### config.mk
export PLATFORM = sky130hd
export DESIGN_NAME = mcsc_top
export DESIGN_NICKNAME = d
export VERILOG_FILES = /design/src/rtl/mcsc_pkg.sv /design/src/rtl/mcsc_cpu_div.sv /design/src/rtl/mcsc_top.sv
export VERILOG_INCLUDE_DIRS = /design/src /design/src/rtl
export SDC_FILE = /design/constraint.sdc
export NUM_CORES = 1
export LEC_CHECK = 0
export ABC_AREA = 1
export BUFFER_PORTS_ARGS = -buffer_cell sky130_fd_sc_hd__buf_4
export CAP_MARGIN = 5
export CORE_ASPECT_RATIO = 1.5
export CORE_MARGIN = 4
export CORE_UTILIZATION = 50
export DETAILED_ROUTE_END_ITERATION = 10
export PLACE_DENSITY = 0.8
export SLEW_MARGIN = 20
export SYNTH_ARGS = -nofsm -noshare
export SYNTH_HDL_FRONTEND = slang
export SYNTH_HIERARCHICAL = 1
export SYNTH_SLANG_ARGS = --single-unit
### constraint.sdc
create_clock -name hclk -period 2.3 [get_ports hclk]
set_clock_uncertainty 0.1 [all_clocks]
set_input_delay 0.46 -clock hclk [delete_from_list [all_inputs] [get_ports hclk]]
set_output_delay 0.46 -clock hclk [all_outputs]
set_load 0.02 [all_outputs]
### src/rtl/mcsc_defines.svh
// Purpose: offsets, field positions, reset values and timing counts of the main clock source control
// Assumes: 32-bit AHB-Lite register words, 200 MHz hclk
// Notes: included by its bare name
`ifndef MCSC_DEFINES_SVH
`define MCSC_DEFINES_SVH

// register byte offsets
`define MCSC_OFF_PIN_MODE 8'h00
`define MCSC_OFF_HS_OSC 8'h04
`define MCSC_OFF_SRC_SEL 8'h08
`define MCSC_OFF_CPU_DIV 8'h0c
`define MCSC_OFF_INT_OSC 8'h10
`define MCSC_OFF_STANDBY 8'h14

// pin_mode_control fields
`define MCSC_BIT_OSC_PIN_SEL 0
`define MCSC_BIT_EXT_IN_SEL 1
// hs_osc_control fields
`define MCSC_BIT_HS_OSC_STOP 0
// source_select_control fields
`define MCSC_BIT_PERIPH_SRC 0
`define MCSC_BIT_MAIN_SRC 2
`define MCSC_BIT_MAIN_STATUS 5
// cpu_divider_control fields
`define MCSC_DIV_LSB 0
`define MCSC_DIV_MSB 2
`define MCSC_BIT_CPU_STATUS 4
// internal_osc_control fields
`define MCSC_BIT_IHS_STOP 0
`define MCSC_BIT_ILS_STOP 1
`define MCSC_BIT_IHS_STABLE 7
// standby status field
`define MCSC_BIT_STOP_MODE 0

// reset values and the largest legal divide code
`define MCSC_RST_HS_OSC_STOP 1'b1
`define MCSC_RST_DIV 3'h1
`define MCSC_DIV_MAX 3'h4

// timing: internal oscillator accuracy settling
`define MCSC_CLK_PERIOD_NS 5
`define MCSC_IHS_SETTLE_NS 1000
`define MCSC_IHS_SETTLE_CYC ((`MCSC_IHS_SETTLE_NS + `MCSC_CLK_PERIOD_NS - 1) / `MCSC_CLK_PERIOD_NS)

`endif

### src/rtl/mcsc_pkg.sv
// Purpose: shared types of the main clock source control
// Assumes: constants live in mcsc_defines.svh
// Notes: one-hot state codes written out
package mcsc_pkg;

  // standby mode of the clock generator
  typedef enum logic [1:0]
  {
    MCSC_ST_RUN = 2'b01,
    MCSC_ST_STOP = 2'b10
  } mcsc_mode_t;

  // cpu divide code, 000..100 legal
  typedef logic [2:0] mcsc_div_t;

endpackage : mcsc_pkg

### src/rtl/mcsc_cpu_div.sv
// Purpose: divides main system clock ticks into cpu clock ticks
// Assumes: main_tick is a one-cycle enable at the main system clock rate
// Notes: new code takes effect at the next wrap, so no short cpu period appears
module mcsc_cpu_div
  import mcsc_pkg::*;
(
  // clock and reset
  input wire logic hclk,
  input wire logic hresetn,
  // control
  input wire logic main_tick,
  input wire mcsc_div_t div_code,
  // output
  output logic cpu_tick
);

  logic [3:0] cnt_q; // tick counter within one cpu period
  logic [3:0] cnt_d;
  logic [3:0] limit_q; // period minus one, latched at wrap
  logic [3:0] limit_d;
  logic [3:0] new_limit; // period minus one from the current code
  logic wrap; // last tick of the period
  logic cpu_tick_d;

  // 2^code minus one; code is kept legal by the register file
  assign new_limit = 4'((5'h01 << div_code) - 5'h01);
  assign wrap = main_tick && (cnt_q == limit_q);
  assign cnt_d = wrap ? 4'h0 : (main_tick ? 4'(cnt_q + 4'h1) : cnt_q);
  assign limit_d = wrap ? new_limit : limit_q;
  assign cpu_tick_d = wrap;

  // counter and latched ratio
  always_ff @(posedge hclk or negedge hresetn)
  begin
    if (!hresetn)
    begin
      cnt_q <= 4'h0;
      limit_q <= 4'h1;
      cpu_tick <= 1'b0;
    end
    else
    begin
      cnt_q <= cnt_d;
      limit_q <= limit_d;
      cpu_tick <= cpu_tick_d;
    end
  end

endmodule : mcsc_cpu_div

### src/rtl/mcsc_top.sv
// Purpose: main clock source control: pin modes, oscillator run control, source selection, cpu divide
// Assumes: oscillator clocks arrive as one-cycle tick enables synchronous to hclk
// Notes: every clock out of this block is an enable pulse, not a real clock
//
// Functional notes
// both pin bits set: external clock input mode
// ext 0, osc 1: crystal oscillation mode
// hs stop cleared enables external clock input
// software keeps pin bits while hs runs
// software waits stabilisation before using crystal
// both selects set: hs to main, peripherals
// hs main forces hs peripheral clock
// main select 0: internal to both
// cpu clock divides main by 1..16
// stop mode halts crystal and external input
// stop mode halts internal hs oscillator
// hs stop set halts crystal or input
// status bits report cpu clock source
// software checks status before stopping hs
// internal stop cleared restarts internal oscillator
// stable flag set after internal settling
// reset starts internal oscillator, selects it
// internal stop set halts internal oscillator
// software checks status before stopping internal
// software picks internal clock before stop
// low-speed clock only for watchdog, timer
// option decides low-speed oscillator stoppable
// low-speed starts at reset, drives watchdog
// reset gives port mode, hs stopped
//
// Our own choices: the register offsets and register access over AHB-Lite.
module mcsc_top
  import mcsc_pkg::*;
(
  // clock and reset
  input wire logic hclk,
  input wire logic hresetn,
  // ahb-lite slave
  input wire logic hsel,
  input wire logic [7:0] haddr,
  input wire logic [1:0] htrans,
  input wire logic hwrite,
  input wire logic [2:0] hsize,
  input wire logic [31:0] hwdata,
  input wire logic hready,
  output logic [31:0] hrdata,
  output logic hreadyout,
  output logic hresp,
  // oscillator ticks
  input wire logic hs_tick,
  input wire logic ihs_tick,
  input wire logic ils_tick,
  // standby and options
  input wire logic stop_instr,
  input wire logic stop_release,
  input wire logic ils_stoppable_opt,
  input wire logic wdt_enable_opt,
  input wire logic timer_sel_ls,
  // pin and oscillator controls
  output logic xtal_amp_en,
  output logic ext_clk_in_en,
  output logic pin1_port_en,
  output logic pin2_port_en,
  output logic ihs_osc_en,
  output logic ils_osc_en,
  // clock enables
  output logic main_clk_en,
  output logic periph_clk_en,
  output logic cpu_clk_en,
  output logic wdt_clk_en,
  output logic timer_clk_en
);

`include "mcsc_defines.svh"

  // register state
  logic ext_input_select_q; // pin mode bit, external input
  logic osc_pin_select_q; // pin mode bit, oscillator pins
  logic hs_osc_stop_q; // high-speed oscillator stop
  logic main_source_select_q; // main source request
  logic periph_source_select_q; // peripheral source request
  mcsc_div_t div_q; // cpu divide code
  logic internal_hs_stop_q; // internal oscillator stop
  logic ils_stop_q; // low-speed oscillator stop request
  logic main_clock_status_q; // applied main source, 1 = hs
  logic periph_hs_q; // applied peripheral source, 1 = hs
  logic internal_hs_stable_q; // internal accuracy settled
  logic [7:0] settle_cnt_q; // settling counter
  mcsc_mode_t mode_q; // run or stop
  mcsc_mode_t mode_d;

  // ahb address phase capture
  logic wr_pend_q; // write waiting for its data phase
  logic [7:0] wr_addr_q; // address of that write

  // decoded nets
  wire addr_phase = hsel && hready && htrans[1];
  wire wr_pin = wr_pend_q && (wr_addr_q == `MCSC_OFF_PIN_MODE);
  wire wr_hs = wr_pend_q && (wr_addr_q == `MCSC_OFF_HS_OSC);
  wire wr_src = wr_pend_q && (wr_addr_q == `MCSC_OFF_SRC_SEL);
  wire wr_div = wr_pend_q && (wr_addr_q == `MCSC_OFF_CPU_DIV);
  wire wr_int = wr_pend_q && (wr_addr_q == `MCSC_OFF_INT_OSC);
  wire mcsc_div_t wdiv = hwdata[`MCSC_DIV_MSB:`MCSC_DIV_LSB];
  // prohibited divide codes are dropped so the divider never sees them
  wire div_legal = (wdiv <= `MCSC_DIV_MAX);
  wire in_stop = (mode_q == MCSC_ST_STOP);

  // pin mode decode
  wire ext_mode = ext_input_select_q && osc_pin_select_q;
  wire xtal_mode = !ext_input_select_q && osc_pin_select_q;
  // high-speed clock runs only with its pins set up, not stopped, not in stop mode
  wire hs_run = (ext_mode || xtal_mode) && !hs_osc_stop_q && !in_stop;
  wire ihs_run = !internal_hs_stop_q && !in_stop;
  // the low-speed oscillator ignores its stop bit unless the option allows it
  wire ils_run = !(ils_stop_q && ils_stoppable_opt);

  // requested sources: main needs both selects, peripherals follow main_source_select
  wire main_req_hs = main_source_select_q && periph_source_select_q;
  wire periph_req_hs = main_source_select_q;
  // a source change is applied only once the target runs, so no tick is lost or doubled
  wire main_ok = main_req_hs ? hs_run : ihs_run;
  wire main_status_d = main_ok ? main_req_hs : main_clock_status_q;
  // hs main forces hs peripheral clock regardless of the applied peripheral state
  wire periph_hs_d = main_status_d || (periph_req_hs ? (hs_run ? 1'b1 : periph_hs_q) : (ihs_run ? 1'b0 : periph_hs_q));
  wire main_tick = main_clock_status_q ? (hs_tick && hs_run) : (ihs_tick && ihs_run);
  wire periph_tick = periph_hs_q ? (hs_tick && hs_run) : (ihs_tick && ihs_run);
  // low-speed ticks never reach the cpu path
  wire ls_tick = ils_tick && ils_run;

  // settling counter of the internal oscillator
  wire settle_done = (settle_cnt_q == 8'(`MCSC_IHS_SETTLE_CYC - 1));
  wire [7:0] settle_cnt_d = !ihs_run ? 8'h00 : (settle_done ? settle_cnt_q : 8'(settle_cnt_q + 8'h01));
  wire stable_d = ihs_run && (internal_hs_stable_q || settle_done);

  // read mux
  wire [31:0] rd_pin = {30'h0, ext_input_select_q, osc_pin_select_q};
  wire [31:0] rd_hs = {31'h0, hs_osc_stop_q};
  wire [31:0] rd_src = {26'h0, main_clock_status_q, 2'h0, main_source_select_q, 1'h0, periph_source_select_q};
  // no subsystem clock exists, so cpu status stays 0: cpu runs on main clock
  wire [31:0] rd_div = {27'h0, 1'b0, 1'b0, div_q};
  wire [31:0] rd_int = {24'h0, internal_hs_stable_q, 5'h0, ils_stop_q, internal_hs_stop_q};
  wire [31:0] rd_stb = {31'h0, in_stop};
  wire [31:0] rd_data = (haddr == `MCSC_OFF_PIN_MODE) ? rd_pin :
                        (haddr == `MCSC_OFF_HS_OSC) ? rd_hs :
                        (haddr == `MCSC_OFF_SRC_SEL) ? rd_src :
                        (haddr == `MCSC_OFF_CPU_DIV) ? rd_div :
                        (haddr == `MCSC_OFF_INT_OSC) ? rd_int :
                        (haddr == `MCSC_OFF_STANDBY) ? rd_stb : 32'h0;
  wire [31:0] hrdata_d = (addr_phase && !hwrite) ? rd_data : hrdata;

  // standby state machine
  always_comb
  begin
    mode_d = mode_q;
    case (mode_q)
      MCSC_ST_RUN:
      begin
        // stop instruction halts the high-speed and internal oscillators
        if (stop_instr)
          mode_d = MCSC_ST_STOP;
      end
      MCSC_ST_STOP:
      begin
        // release restores the previous run settings
        if (stop_release)
          mode_d = MCSC_ST_RUN;
      end
      default:
      begin
        mode_d = MCSC_ST_RUN;
      end
    endcase
  end

  // bus front end: zero wait states, always okay
  always_ff @(posedge hclk or negedge hresetn)
  begin
    if (!hresetn)
    begin
      wr_pend_q <= 1'b0;
      wr_addr_q <= 8'h00;
      hrdata <= 32'h0;
      hreadyout <= 1'b1;
      hresp <= 1'b0;
    end
    else
    begin
      wr_pend_q <= addr_phase && hwrite;
      wr_addr_q <= addr_phase ? haddr : wr_addr_q;
      hrdata <= hrdata_d;
      hreadyout <= 1'b1;
      hresp <= 1'b0;
    end
  end

  // pin mode and oscillator control bits; reset gives port mode, hs stopped
  always_ff @(posedge hclk or negedge hresetn)
  begin
    if (!hresetn)
    begin
      ext_input_select_q <= 1'b0;
      osc_pin_select_q <= 1'b0;
      hs_osc_stop_q <= `MCSC_RST_HS_OSC_STOP;
      internal_hs_stop_q <= 1'b0;
      ils_stop_q <= 1'b0;
    end
    else
    begin
      // pin bits are not guarded; software keeps them while hs runs
      if (wr_pin)
      begin
        ext_input_select_q <= hwdata[`MCSC_BIT_EXT_IN_SEL];
        osc_pin_select_q <= hwdata[`MCSC_BIT_OSC_PIN_SEL];
      end
      if (wr_hs)
        hs_osc_stop_q <= hwdata[`MCSC_BIT_HS_OSC_STOP];
      if (wr_int)
      begin
        internal_hs_stop_q <= hwdata[`MCSC_BIT_IHS_STOP];
        ils_stop_q <= hwdata[`MCSC_BIT_ILS_STOP];
      end
    end
  end

  // source selection and divide code; reset selects internal clock, divide by 2
  always_ff @(posedge hclk or negedge hresetn)
  begin
    if (!hresetn)
    begin
      main_source_select_q <= 1'b0;
      periph_source_select_q <= 1'b0;
      div_q <= `MCSC_RST_DIV;
    end
    else
    begin
      if (wr_src)
      begin
        main_source_select_q <= hwdata[`MCSC_BIT_MAIN_SRC];
        periph_source_select_q <= hwdata[`MCSC_BIT_PERIPH_SRC];
      end
      if (wr_div && div_legal)
        div_q <= wdiv;
    end
  end

  // applied sources, stability and mode
  always_ff @(posedge hclk or negedge hresetn)
  begin
    if (!hresetn)
    begin
      main_clock_status_q <= 1'b0;
      periph_hs_q <= 1'b0;
      internal_hs_stable_q <= 1'b0;
      settle_cnt_q <= 8'h00;
      mode_q <= MCSC_ST_RUN;
    end
    else
    begin
      main_clock_status_q <= main_status_d;
      periph_hs_q <= periph_hs_d;
      internal_hs_stable_q <= stable_d;
      settle_cnt_q <= settle_cnt_d;
      mode_q <= mode_d;
    end
  end

  // registered pin, oscillator and clock enable outputs
  always_ff @(posedge hclk or negedge hresetn)
  begin
    if (!hresetn)
    begin
      xtal_amp_en <= 1'b0;
      ext_clk_in_en <= 1'b0;
      pin1_port_en <= 1'b1;
      pin2_port_en <= 1'b1;
      ihs_osc_en <= 1'b0;
      ils_osc_en <= 1'b0;
      main_clk_en <= 1'b0;
      periph_clk_en <= 1'b0;
      wdt_clk_en <= 1'b0;
      timer_clk_en <= 1'b0;
    end
    else
    begin
      xtal_amp_en <= xtal_mode && hs_run;
      ext_clk_in_en <= ext_mode && hs_run;
      // first pin stays a port in external mode, second only in port mode
      pin1_port_en <= !xtal_mode;
      pin2_port_en <= !osc_pin_select_q;
      ihs_osc_en <= ihs_run;
      ils_osc_en <= ils_run;
      main_clk_en <= main_tick;
      periph_clk_en <= periph_tick;
      wdt_clk_en <= ls_tick && wdt_enable_opt;
      timer_clk_en <= ls_tick && timer_sel_ls;
    end
  end

  // cpu clock divider
  mcsc_cpu_div u_cpu_div
  (
    .hclk(hclk),
    .hresetn(hresetn),
    .main_tick(main_tick),
    .div_code(div_q),
    .cpu_tick(cpu_clk_en)
  );

endmodule : mcsc_top

# After elaboration in Yosys (flattened, before gate mapping)

Index checks and enable logic that the tools add are counted.

Register bits after elaboration: 83
Bits of input ports: 58
Output and inout port bits: 45
Logic and storage cells: 111

Add/sub/neg operators: 3
$lt $le $gt $ge: 1
Equality and inequality tests: 16
Shift-type cells: 1
Mux-type cells: 20
Reductions and logical operators: 41

Operator list:

| cell                                                  | number |
|---|---|
| two-way mux 8 bit                                     | 7 |
| equality test 8 x 4 -> 1 bit, second input constant   | 4 |
| logical AND 1 bit                                     | 26 |
| equality test 8 x 5 -> 1 bit, second input constant   | 3 |
| equality test 8 x 3 -> 1 bit, second input constant   | 2 |
| logical NOT 8 bit                                     | 2 |
| adder 8 x 1 -> 8 bit, second input constant           | 1 |
| equality test 8 bit, second input constant            | 1 |
| logical NOT 1 bit                                     | 8 |
| two-way mux 1 bit                                     | 8 |
| two-way mux 4 bit                                     | 2 |
| inequality test 2 bit, second input constant          | 3 |
| adder 4 x 1 -> 4 bit, second input constant           | 1 |
| equality test 4 bit                                   | 1 |
| two-way mux 2 bit                                     | 2 |
| case mux 2 bit (2 select lines)                       | 1 |
| << shifter 1 x 3 -> 4 bit, first input constant       | 1 |
| subtractor 4 x 1 -> 4 bit, second input constant      | 1 |
| less-or-equal comparator 3 bit, second input constant | 1 |
| logical OR 1 bit                                      | 3 |
| equality test 2 x 1 -> 1 bit, second input constant   | 1 |
| equality test 2 bit, second input constant            | 1 |
| AND reduction 2 bit                                   | 1 |
| nonzero test 2 bit                                    | 1 |

# Depth between registers and ports, before layout

Gate-level depths: netlist (run 1).

Depth in word-level cells: 9
Gate-level depth with buffers: 13
Gate-level depth less buffers: 13

# Cells and area by module

Netlist (run 1), hierarchy kept.

By module, submodules not included:

| module       | times used | cells each | area each (µm²) | sequential area each (µm²) |
|---|---|---|---|---|
| mcsc_top     | 1          | 277        | 2342.2          | 1182.4 |
| mcsc_cpu_div | 1          | 86         | 603.1           | 226.5 |

# Worst setup path before layout (run 1)

OpenSTA, ideal clock, no wires.

Path type: flip-flop to flip-flop
Start point: reg mode_q[0]
End point: reg u_cpu_div.limit_q[2]
Setup time: 0.117 ns
Arrival time: 1.800 ns
Required time: 2.083 ns
Slack: 0.283 ns
Cell stages (with the launch flop): 12
Path buffers: 0
Clock period less this slack: 2.017 ns
Cells stage by stage: dfstp_2 > nor2_4 > nor3_2 > inv_1 > nor2_1 > nand2_1 > o21ai_0 > nand2_1 > nor2_8 > nand3_4 > nand2_1 > nand2_1

Cells in the longest elaborated chain, start to end: 6
Elaborated cells on any way between the ends: 8
Classes of those cells: eq/ne: 1; mux: 1; reduce/logical: 6

RTL lines:

| item                                        | line                             | source |
|---|---|---|
| from (decl)                                 | mcsc_top.sv:89                   | `mcsc_mode_t mode_q;` |
| from (signal assigned)                      | mcsc_top.sv:263                  | `mode_q <= mode_d;` |
| equality test 2 bit *                       | mcsc_top.sv:106                  | `wire in_stop = (mode_q == MCSC_ST_STOP);` |
| logical NOT 1 bit *                         | mcsc_top.sv:112, mcsc_top.sv:113 |  |
| logical AND 1 bit, on equally long branches | mcsc_top.sv:113, mcsc_top.sv:112 |  |
| logical AND 1 bit                           | mcsc_top.sv:125                  | `wire main_tick = main_clock_status_q ? (hs_tick && hs_run) : (ihs_tick && ihs_run);` |
| two-way mux 1 bit *                         | mcsc_top.sv:125                  |  |
| net main_tick                               | mcsc_top.sv:125                  |  |
| logical AND 1 bit *                         | mcsc_cpu_div.sv:27               | `assign wrap = main_tick && (cnt_q == limit_q);` |
| to (signal assigned)                        | mcsc_cpu_div.sv:44               | `limit_q <= limit_d;` |
| to (decl)                                   | mcsc_cpu_div.sv:19               | `logic [3:0] limit_q;` |

Mark *: on every way through the listed nets, which the timed path passes. The rest lies on a longest branch.
A chain may end at the register's enable or synchronous reset.

# Worst setup path in the final report (run 1)

Start point: reg mode_q[0]
End point: reg u_cpu_div.cnt_q[3]

Cells in the longest elaborated chain, start to end: 7
Elaborated cells on any way between the ends: 10
Classes of those cells: eq/ne: 1; mux: 2; reduce/logical: 7

RTL lines:

| item                                                    | line                             | source |
|---|---|---|
| equality test 2 bit *                                   | mcsc_top.sv:106                  |  |
| logical NOT 1 bit *                                     | mcsc_top.sv:112, mcsc_top.sv:113 |  |
| logical AND 1 bit, on equally long branches             | mcsc_top.sv:113, mcsc_top.sv:112 |  |
| logical AND 1 bit                                       | mcsc_top.sv:125                  |  |
| two-way mux 1 bit *                                     | mcsc_top.sv:125                  |  |
| net main_tick                                           | mcsc_top.sv:125                  |  |
| logical AND 1 bit                                       | mcsc_cpu_div.sv:27               |  |
| two-way mux 4 bit or nonzero test 2 bit (tied branches) | --                               |  |
| to (signal assigned)                                    | mcsc_cpu_div.sv:43               | `cnt_q <= cnt_d;` |
| to (decl)                                               | mcsc_cpu_div.sv:17               | `logic [3:0] cnt_q;` |

Marked as above.

==> results.tsv, run 1 <==
stage	metric	value	unit
outcome	outcome	completed	
sta	min_period_over_period	91.2	%
detailed_routing	ant_nets	0	
floorplanning	die_w	70.7	um
yosys	synth_area_per_cell	8.11	um2
sta	maxSlewHeadroom	54.3	%
sta	hold_viol	0	
sta	max_freq	477	MHz
global_route	grt_max_degree	57	
yosys	yosysWarningCount	6	
worst_setup_path	start_kind	register	
worst_setup_path	reg2reg_setup_slack	0.20	ns
clock_tree	cts_sinks	56	
detailed_routing	drt_wl_total	5800	um
clock_tree	clkLatencyLatePin	0.31	ns
global_route	grtUsageTotal	17.0	%
sta	tightest_slew	0.685	ns
yosys	synthTopCellsByArea	dfrtp_1 42%, nand2_1 12%, buf_4 7.4%	
yosys	synth-async-reset-ratio	100	%
place	io_buffer_count	40	
yosys	synth_cells	363	
pwr	powerDensity	645	mW/mm2
yosys	synth_area	0.00295	mm2
clock_tree	cts_tree	built	
yosys	yosysTopAreaCellShare	42.5	%
pwr	worst_ir_drop_vdd	0.304	mV
clock_tree	root_buffer	clkbuf_8	
sta	finalSetupViolCount	0	
worst_setup_path	worstPathArrival	2.22	ns
yosys	synth-edff-count	0	
finish	syn2layout_area_growth	13.5	%
clock_tree	cts_setup_buffers	0	
clock_tree	cts-resized-gates	0	
global_route	overflow	0	
detailed_routing	wl_per_cell	12.0	um
worst_setup_path	crit_type	reg2reg	
detailed_routing	drtPass1Iterations	4	
worst_hold_path	worstHoldPathType	in2async	
finish	drive_gt1_share	18.8	%
finish	design_area	0.00334	mm2
finish	fin_util	58.2	%
clock_tree	ctsHoldBuffers	0	
clock_tree	clock_tree.buffer_depth	2	
place	place_area	0.00323	mm2
detailed_routing	drtIter0Drc	134	
place	dp_hpwl	4540	um
finish	num-fill-cells	533	
floorplanning	dieArea	0.00721	mm2
floorplanning	ios	103	
detailed_routing	vias	2386	
clock_tree	cts_buffers	5	
sta	finalSetupTns	0	ns
clock_tree	clk_pin_slew_worst_paths	0.10	ns
place	routabilityCongestion	0.942	
sta	holdWs	0.0850	ns
yosys	synth-seq-cells	56	
worst_setup_path	cp_max_fo	9	
floorplanning	initial_utilization	51.3	%
yosys	yosysUniqueCellTypes	30	
yosys	yosysTopAreaCell	dfrtp_1	
floorplanning	die_h	102	um
yosys	yosysSeqAreaShare	47.8	%
yosys	synth_ff_type	dfrtp_1	
finish	final_nets	470	
floorplanning	num_rows	34	
detailed_routing	route.detailed.drc	0	
pwr	leakagePower	1.81	nW
global_route	grt_pass1_vias	2270	
job	maxCapViolations	0	
sta	slew_violations	0	
yosys	yosysMostFrequentCell	nand2_1	
finish	n_antenna_cell	0	
global_route	antenna_found_initial	0	
sta	post-route-min-period	2.10	ns
global_route	grt_pass1_wl	9680	um
yosys	synthTopCellsByCount	95 x nand2_1, 55 x inv_1, 50 x dfrtp_1	
worst_setup_path	cp-end-kind	register	
clock_tree	ctsHtreeMaxLevel	2	
worst_setup_path	required	2.42	ns
detailed_routing	via_per_inst	4.95	
floorplanning	core_area	0.00574	mm2
sta	rsz0062_at_grt	false	
==> cells in the final DEF, fill, tap and decap left out, types with 6 or more instances in the layout <==
cell type and n:
nand4_1 10, inv_1 55, o21ai_0 22, nand2_1 95, buf_4 42, a21oi_1 7, conb_1 29, nand3_1 20
dfrtp_1 50, dfstp_2 6, inv_2 7, o21ai_1 6, nor2_1 24
==> cells by family after synthesis <==
kind of cell / after synthesis / share of synthesized area (%)
multiplexers: 2 / 0.765
AND/OR/NAND/NOR: 168 / 27.2
flip-flops: 56 / 47.8
other: 2 / 0.255
adder cells (fa/ha/maj): 3 / 1.27
buffers and inverters: 92 / 15.4
XOR/XNOR: 2 / 0.595
AO/OA/AOI/OAI: 38 / 6.67
==> where the power goes <==
group | leakage (nW) | switching (mW) | internal [mW]
logic | 1.07 | 0.241 | 0.124
registers | 0.690 | 0.0795 | 1.08
clock network | 0.0541 | 0.314 | 0.322
==> flip-flops by register name, indices dropped and copies added (netlist names), 2 cells and up <==
signal and cells:
hrdata 5, u_cpu_div/limit_q 4, settle_cnt_q 8, u_cpu_div/cnt_q 4
mode_q 2, wr_addr_q 8, div_q 3
==> critical path, cell delays in order (launching register included) <==
cell and delay (ns):
dfstp_2 0.57, nor2_4 0.07, nor3_2 0.19, inv_1 0.14, nor2_1 0.13, nand2_1 0.06
o21ai_0 0.12, nand2_1 0.18, nor2_8 0.17, nand3_4 0.14, nand2_1 0.11, inv_1 0.04
==> per-layer routing <==
metal | wire [um] | share of wire, % | up-vias | GRT usage [%]
met4 | 221 | 3.8 | 0 | 9.12
met3 | 303 | 5.2 | 16 | 3.35
met5 | 0 | 0 | - | 0
met2 | 3170 | 55 | 88 | 32.8
met1 | 2110 | 36 | 1118 | 16.8
li1 | - | - | 1164 | -
==> per-stage QoR <==
step	setup slack (ns)	power, mW	cells
detailed placement	0.220	1.54	474
finish	0.202	2.16	482
floorplan	0.283	1.44	390
CTS	0.186	2.18	482
global route	0.0202	2.30	482
global placement	0.278	1.52	474
==> area by class of cell <==
class                   instances  area [um2]  area share (%)
clock buffers                   5        68.8            2.06
clock inverters                 3        42.5            1.27
inverters                      62         233            6.96
multi-input cells             242        1180            35.4
flip-flops and latches         56        1410            42.2
well taps                      72        90.1            2.70
repair buffers                 42         315            9.43
==> path summary, 6_finish.rpt <==
path | start | end | cells past startpoint
hold / removal | hresetn | hrdata[2] | 1
min in group hclk | ils_stoppable_opt | ils_osc_en | 2
setup reg to reg | mode_q[0] | u_cpu_div/cnt_q[3] | 11
hold reg to reg | ext_input_select_q | xtal_amp_en | 1
setup / recovery | mode_q[0] | u_cpu_div/cnt_q[3] | 11
max in group asynchronous | hresetn | mode_q[1] | 1
No activity file was read; power rests on OpenSTA's default activity.
==> run 2: changes to the inputs <==
==> constraint.sdc (replaced) <==
create_clock -name hclk -period 2.2 [get_ports hclk]
set_clock_uncertainty 0.1 [all_clocks]
set_input_delay 0.44 -clock hclk [delete_from_list [all_inputs] [get_ports hclk]]
set_output_delay 0.44 -clock hclk [all_outputs]
set_load 0.02 [all_outputs]
==> run 2 against run 1 <==
Against the previous run:
- combinational power is 6.8% higher
- critical endpoint is now u_cpu_div/limit_q[3]
- design area is 0.37% lower
- fmax is 4.0% higher
- sequential power is 5% higher
- clock power is 14% lower
- utilization is 0.22 points lower
- highest routed layer unchanged
- setup slack worse by 0.020 ns
==> results.tsv, run 2 (synthesis gave the netlist of run 1 again) <==
stage	metric	value	unit
sta	max_freq	496	MHz
clock_tree	cts_tree	built	
finish	final_nets	471	
floorplanning	dieArea	0.00721	mm2
place	place_area	0.00324	mm2
floorplanning	die_h	102	um
worst_setup_path	required	2.31	ns
sta	tightest_slew	0.685	ns
finish	num-fill-cells	568	
pwr	powerDensity	644	mW/mm2
clock_tree	cts_setup_buffers	0	
detailed_routing	drtIter0Drc	98	
sta	slew_violations	0	
worst_setup_path	cp_max_fo	9	
worst_setup_path	cp-end-kind	register	
global_route	grt_use_met1	17.0	%
clock_tree	clock_tree.buffer_depth	2	
floorplanning	die_w	70.7	um
finish	layout_common_cells	95 x nand2_1, 55 x inv_1, 50 x dfrtp_1	
detailed_routing	drt_wl_total	5760	um
finish	largestRegisters	settle_cnt_q x8, wr_addr_q x8, hrdata x5	
place	routabilityCongestion	0.949	
detailed_routing	route.detailed.drc	0	
worst_setup_path	crit_type	reg2reg	
finish	drive_gt1_share	18.7	%
clock_tree	clk_pin_slew_worst_paths	0.10	ns
floorplanning	ios	103	
worst_setup_path	crit_path_frequent_cell	nand2_1	
detailed_routing	drtPass1Iterations	4	
sta	hold_viol	0	
worst_setup_path	slowest_delay	0.57	ns
worst_setup_path	cp_slowest_cell	dfstp_2	
floorplanning	core_area	0.00574	mm2
global_route	antenna_found_initial	0	
detailed_routing	wl_per_cell	11.9	um
global_route	gr-usage-met3	2.36	%
detailed_routing	vias	2306	
global_route	grt_pass1_vias	2317	
pwr	leakagePower	1.81	nW
worst_hold_path	worstHoldPathType	in2async	
global_route	grtUsageTotal	16.7	%
global_route	top_usage_layer	met2	
outcome	outcome	completed	
worst_setup_path	worstPathArrival	2.13	ns
sta	finalSetupTns	0	ns
sta	min_period_over_period	91.7	%
worst_setup_path	worstPathCellList	nor2_4 > nor3_4 > inv_1 > nor2_1 > nand2_1 > o21ai_1 > nand2_1 > nor2_8 > nand3_4 > nand2_1 > nand2_1	
finish	syn2layout_area_growth	13.0	%
place	io_buffer_count	40	
worst_setup_path	start_kind	register	
place	dp_hpwl	4560	um
sta	post-route-min-period	2.02	ns
detailed_routing	ant_nets	0	
global_route	use_met2	32.6	%
clock_tree	clkLatencyLatePin	0.31	ns
finish	final_common_cell	nand2_1	
clock_tree	cts_buffers	5	
sta	finalSetupViolCount	0	
pwr	worst_ir_drop_vdd	0.331	mV
clock_tree	cts_sinks	56	
global_route	overflow	0	
finish	n_antenna_cell	0	
sta	rsz0062_at_grt	false	
floorplanning	num_rows	34	
sta	maxSlewHeadroom	54.3	%
global_route	grt_pass1_wl	9600	um
finish	design_area	0.00333	mm2
job	maxCapViolations	0	
global_route	grt_max_degree	57	
clock_tree	root_buffer	clkbuf_8	
detailed_routing	via_per_inst	4.77	
clock_tree	ctsHtreeMaxLevel	2	
floorplanning	initial_utilization	51.3	%
run 2: changes by cell type in the layout (fill, tap and decap cells not counted), sizes merged:
cell    before  now
buf         42   43
bufinv       1    0
clkbuf       5    6
run 2: per-layer routing:
layer / share of wire, % / vias up
met1: 38 / 1072
met5: 0 / -
met2: 55 / 58
met4: 3.0 / 0
li1: - / 1164
met3: 3.9 / 12
run 2: per-stage QoR:
step / hold slack (ns) / instances / setup WS, ns / util (%) / total power [mW]
floorplan: 0.0444 / 390 / 0.183 / - / 1.51
global placement: 0.352 / 475 / 0.190 / 56.4 / 1.60
detailed placement: 0.358 / 475 / 0.111 / 56.4 / 1.62
CTS: 0.0869 / 483 / 0.117 / 57.9 / 2.17
global route: 0.123 / 483 / 0.0508 / 58.0 / 2.27
finish: 0.0690 / 483 / 0.182 / 58.0 / 2.15
run 2: repair_timing:
action | CTS | global route
endpoints found under the setup margin | 0 | 5
resized for setup | 0 | 2
hold buffers | 0 | 0
run 2: final timing paths:
kind | slack (ns) | endpoint | cells after the start | startpoint
worst max-delay path | 0.18 | u_cpu_div/limit_q[3] | 11 | mode_q[0]
max in group asynchronous | 1.47 | settle_cnt_q[0] | 1 | hresetn
worst min register to register | 0.38 | xtal_amp_en | 1 | ext_input_select_q
min in group hclk | 0.20 | ils_osc_en | 2 | ils_stoppable_opt
worst min-delay path | 0.07 | xtal_amp_en | 1 | hresetn
worst max register to register | 0.18 | u_cpu_div/limit_q[3] | 11 | mode_q[0]
run 2: area by class of cell:
type,count,area (um2),area share (%)
Tap cell,72,90.1,2.71
Timing Repair Buffer,43,323,9.70
Clock buffer,6,72.6,2.18
Sequential cell,56,1410,42.3
Inverter,62,233,6.99
Clock inverter,2,12.5,0.376
Multi-Input combinational cell,242,1190,35.7
run 2: power breakdown:
part | switching (mW) | total [mW] | internal (mW)
clock network | 0.324 | 0.547 | 0.223
logic | 0.256 | 0.390 | 0.133
registers | 0.0846 | 1.21 | 1.12
total | 0.665 | 2.15 | 1.48
run 2: worst max-delay path, delay by kind of cell, from the launching register on:
kind                   cells  cell delay, ns
AO/OA/AOI/OAI              1            0.10
buffers and inverters      1            0.12
flip-flops                 1            0.57
AND/OR/NAND/NOR            9            1.04
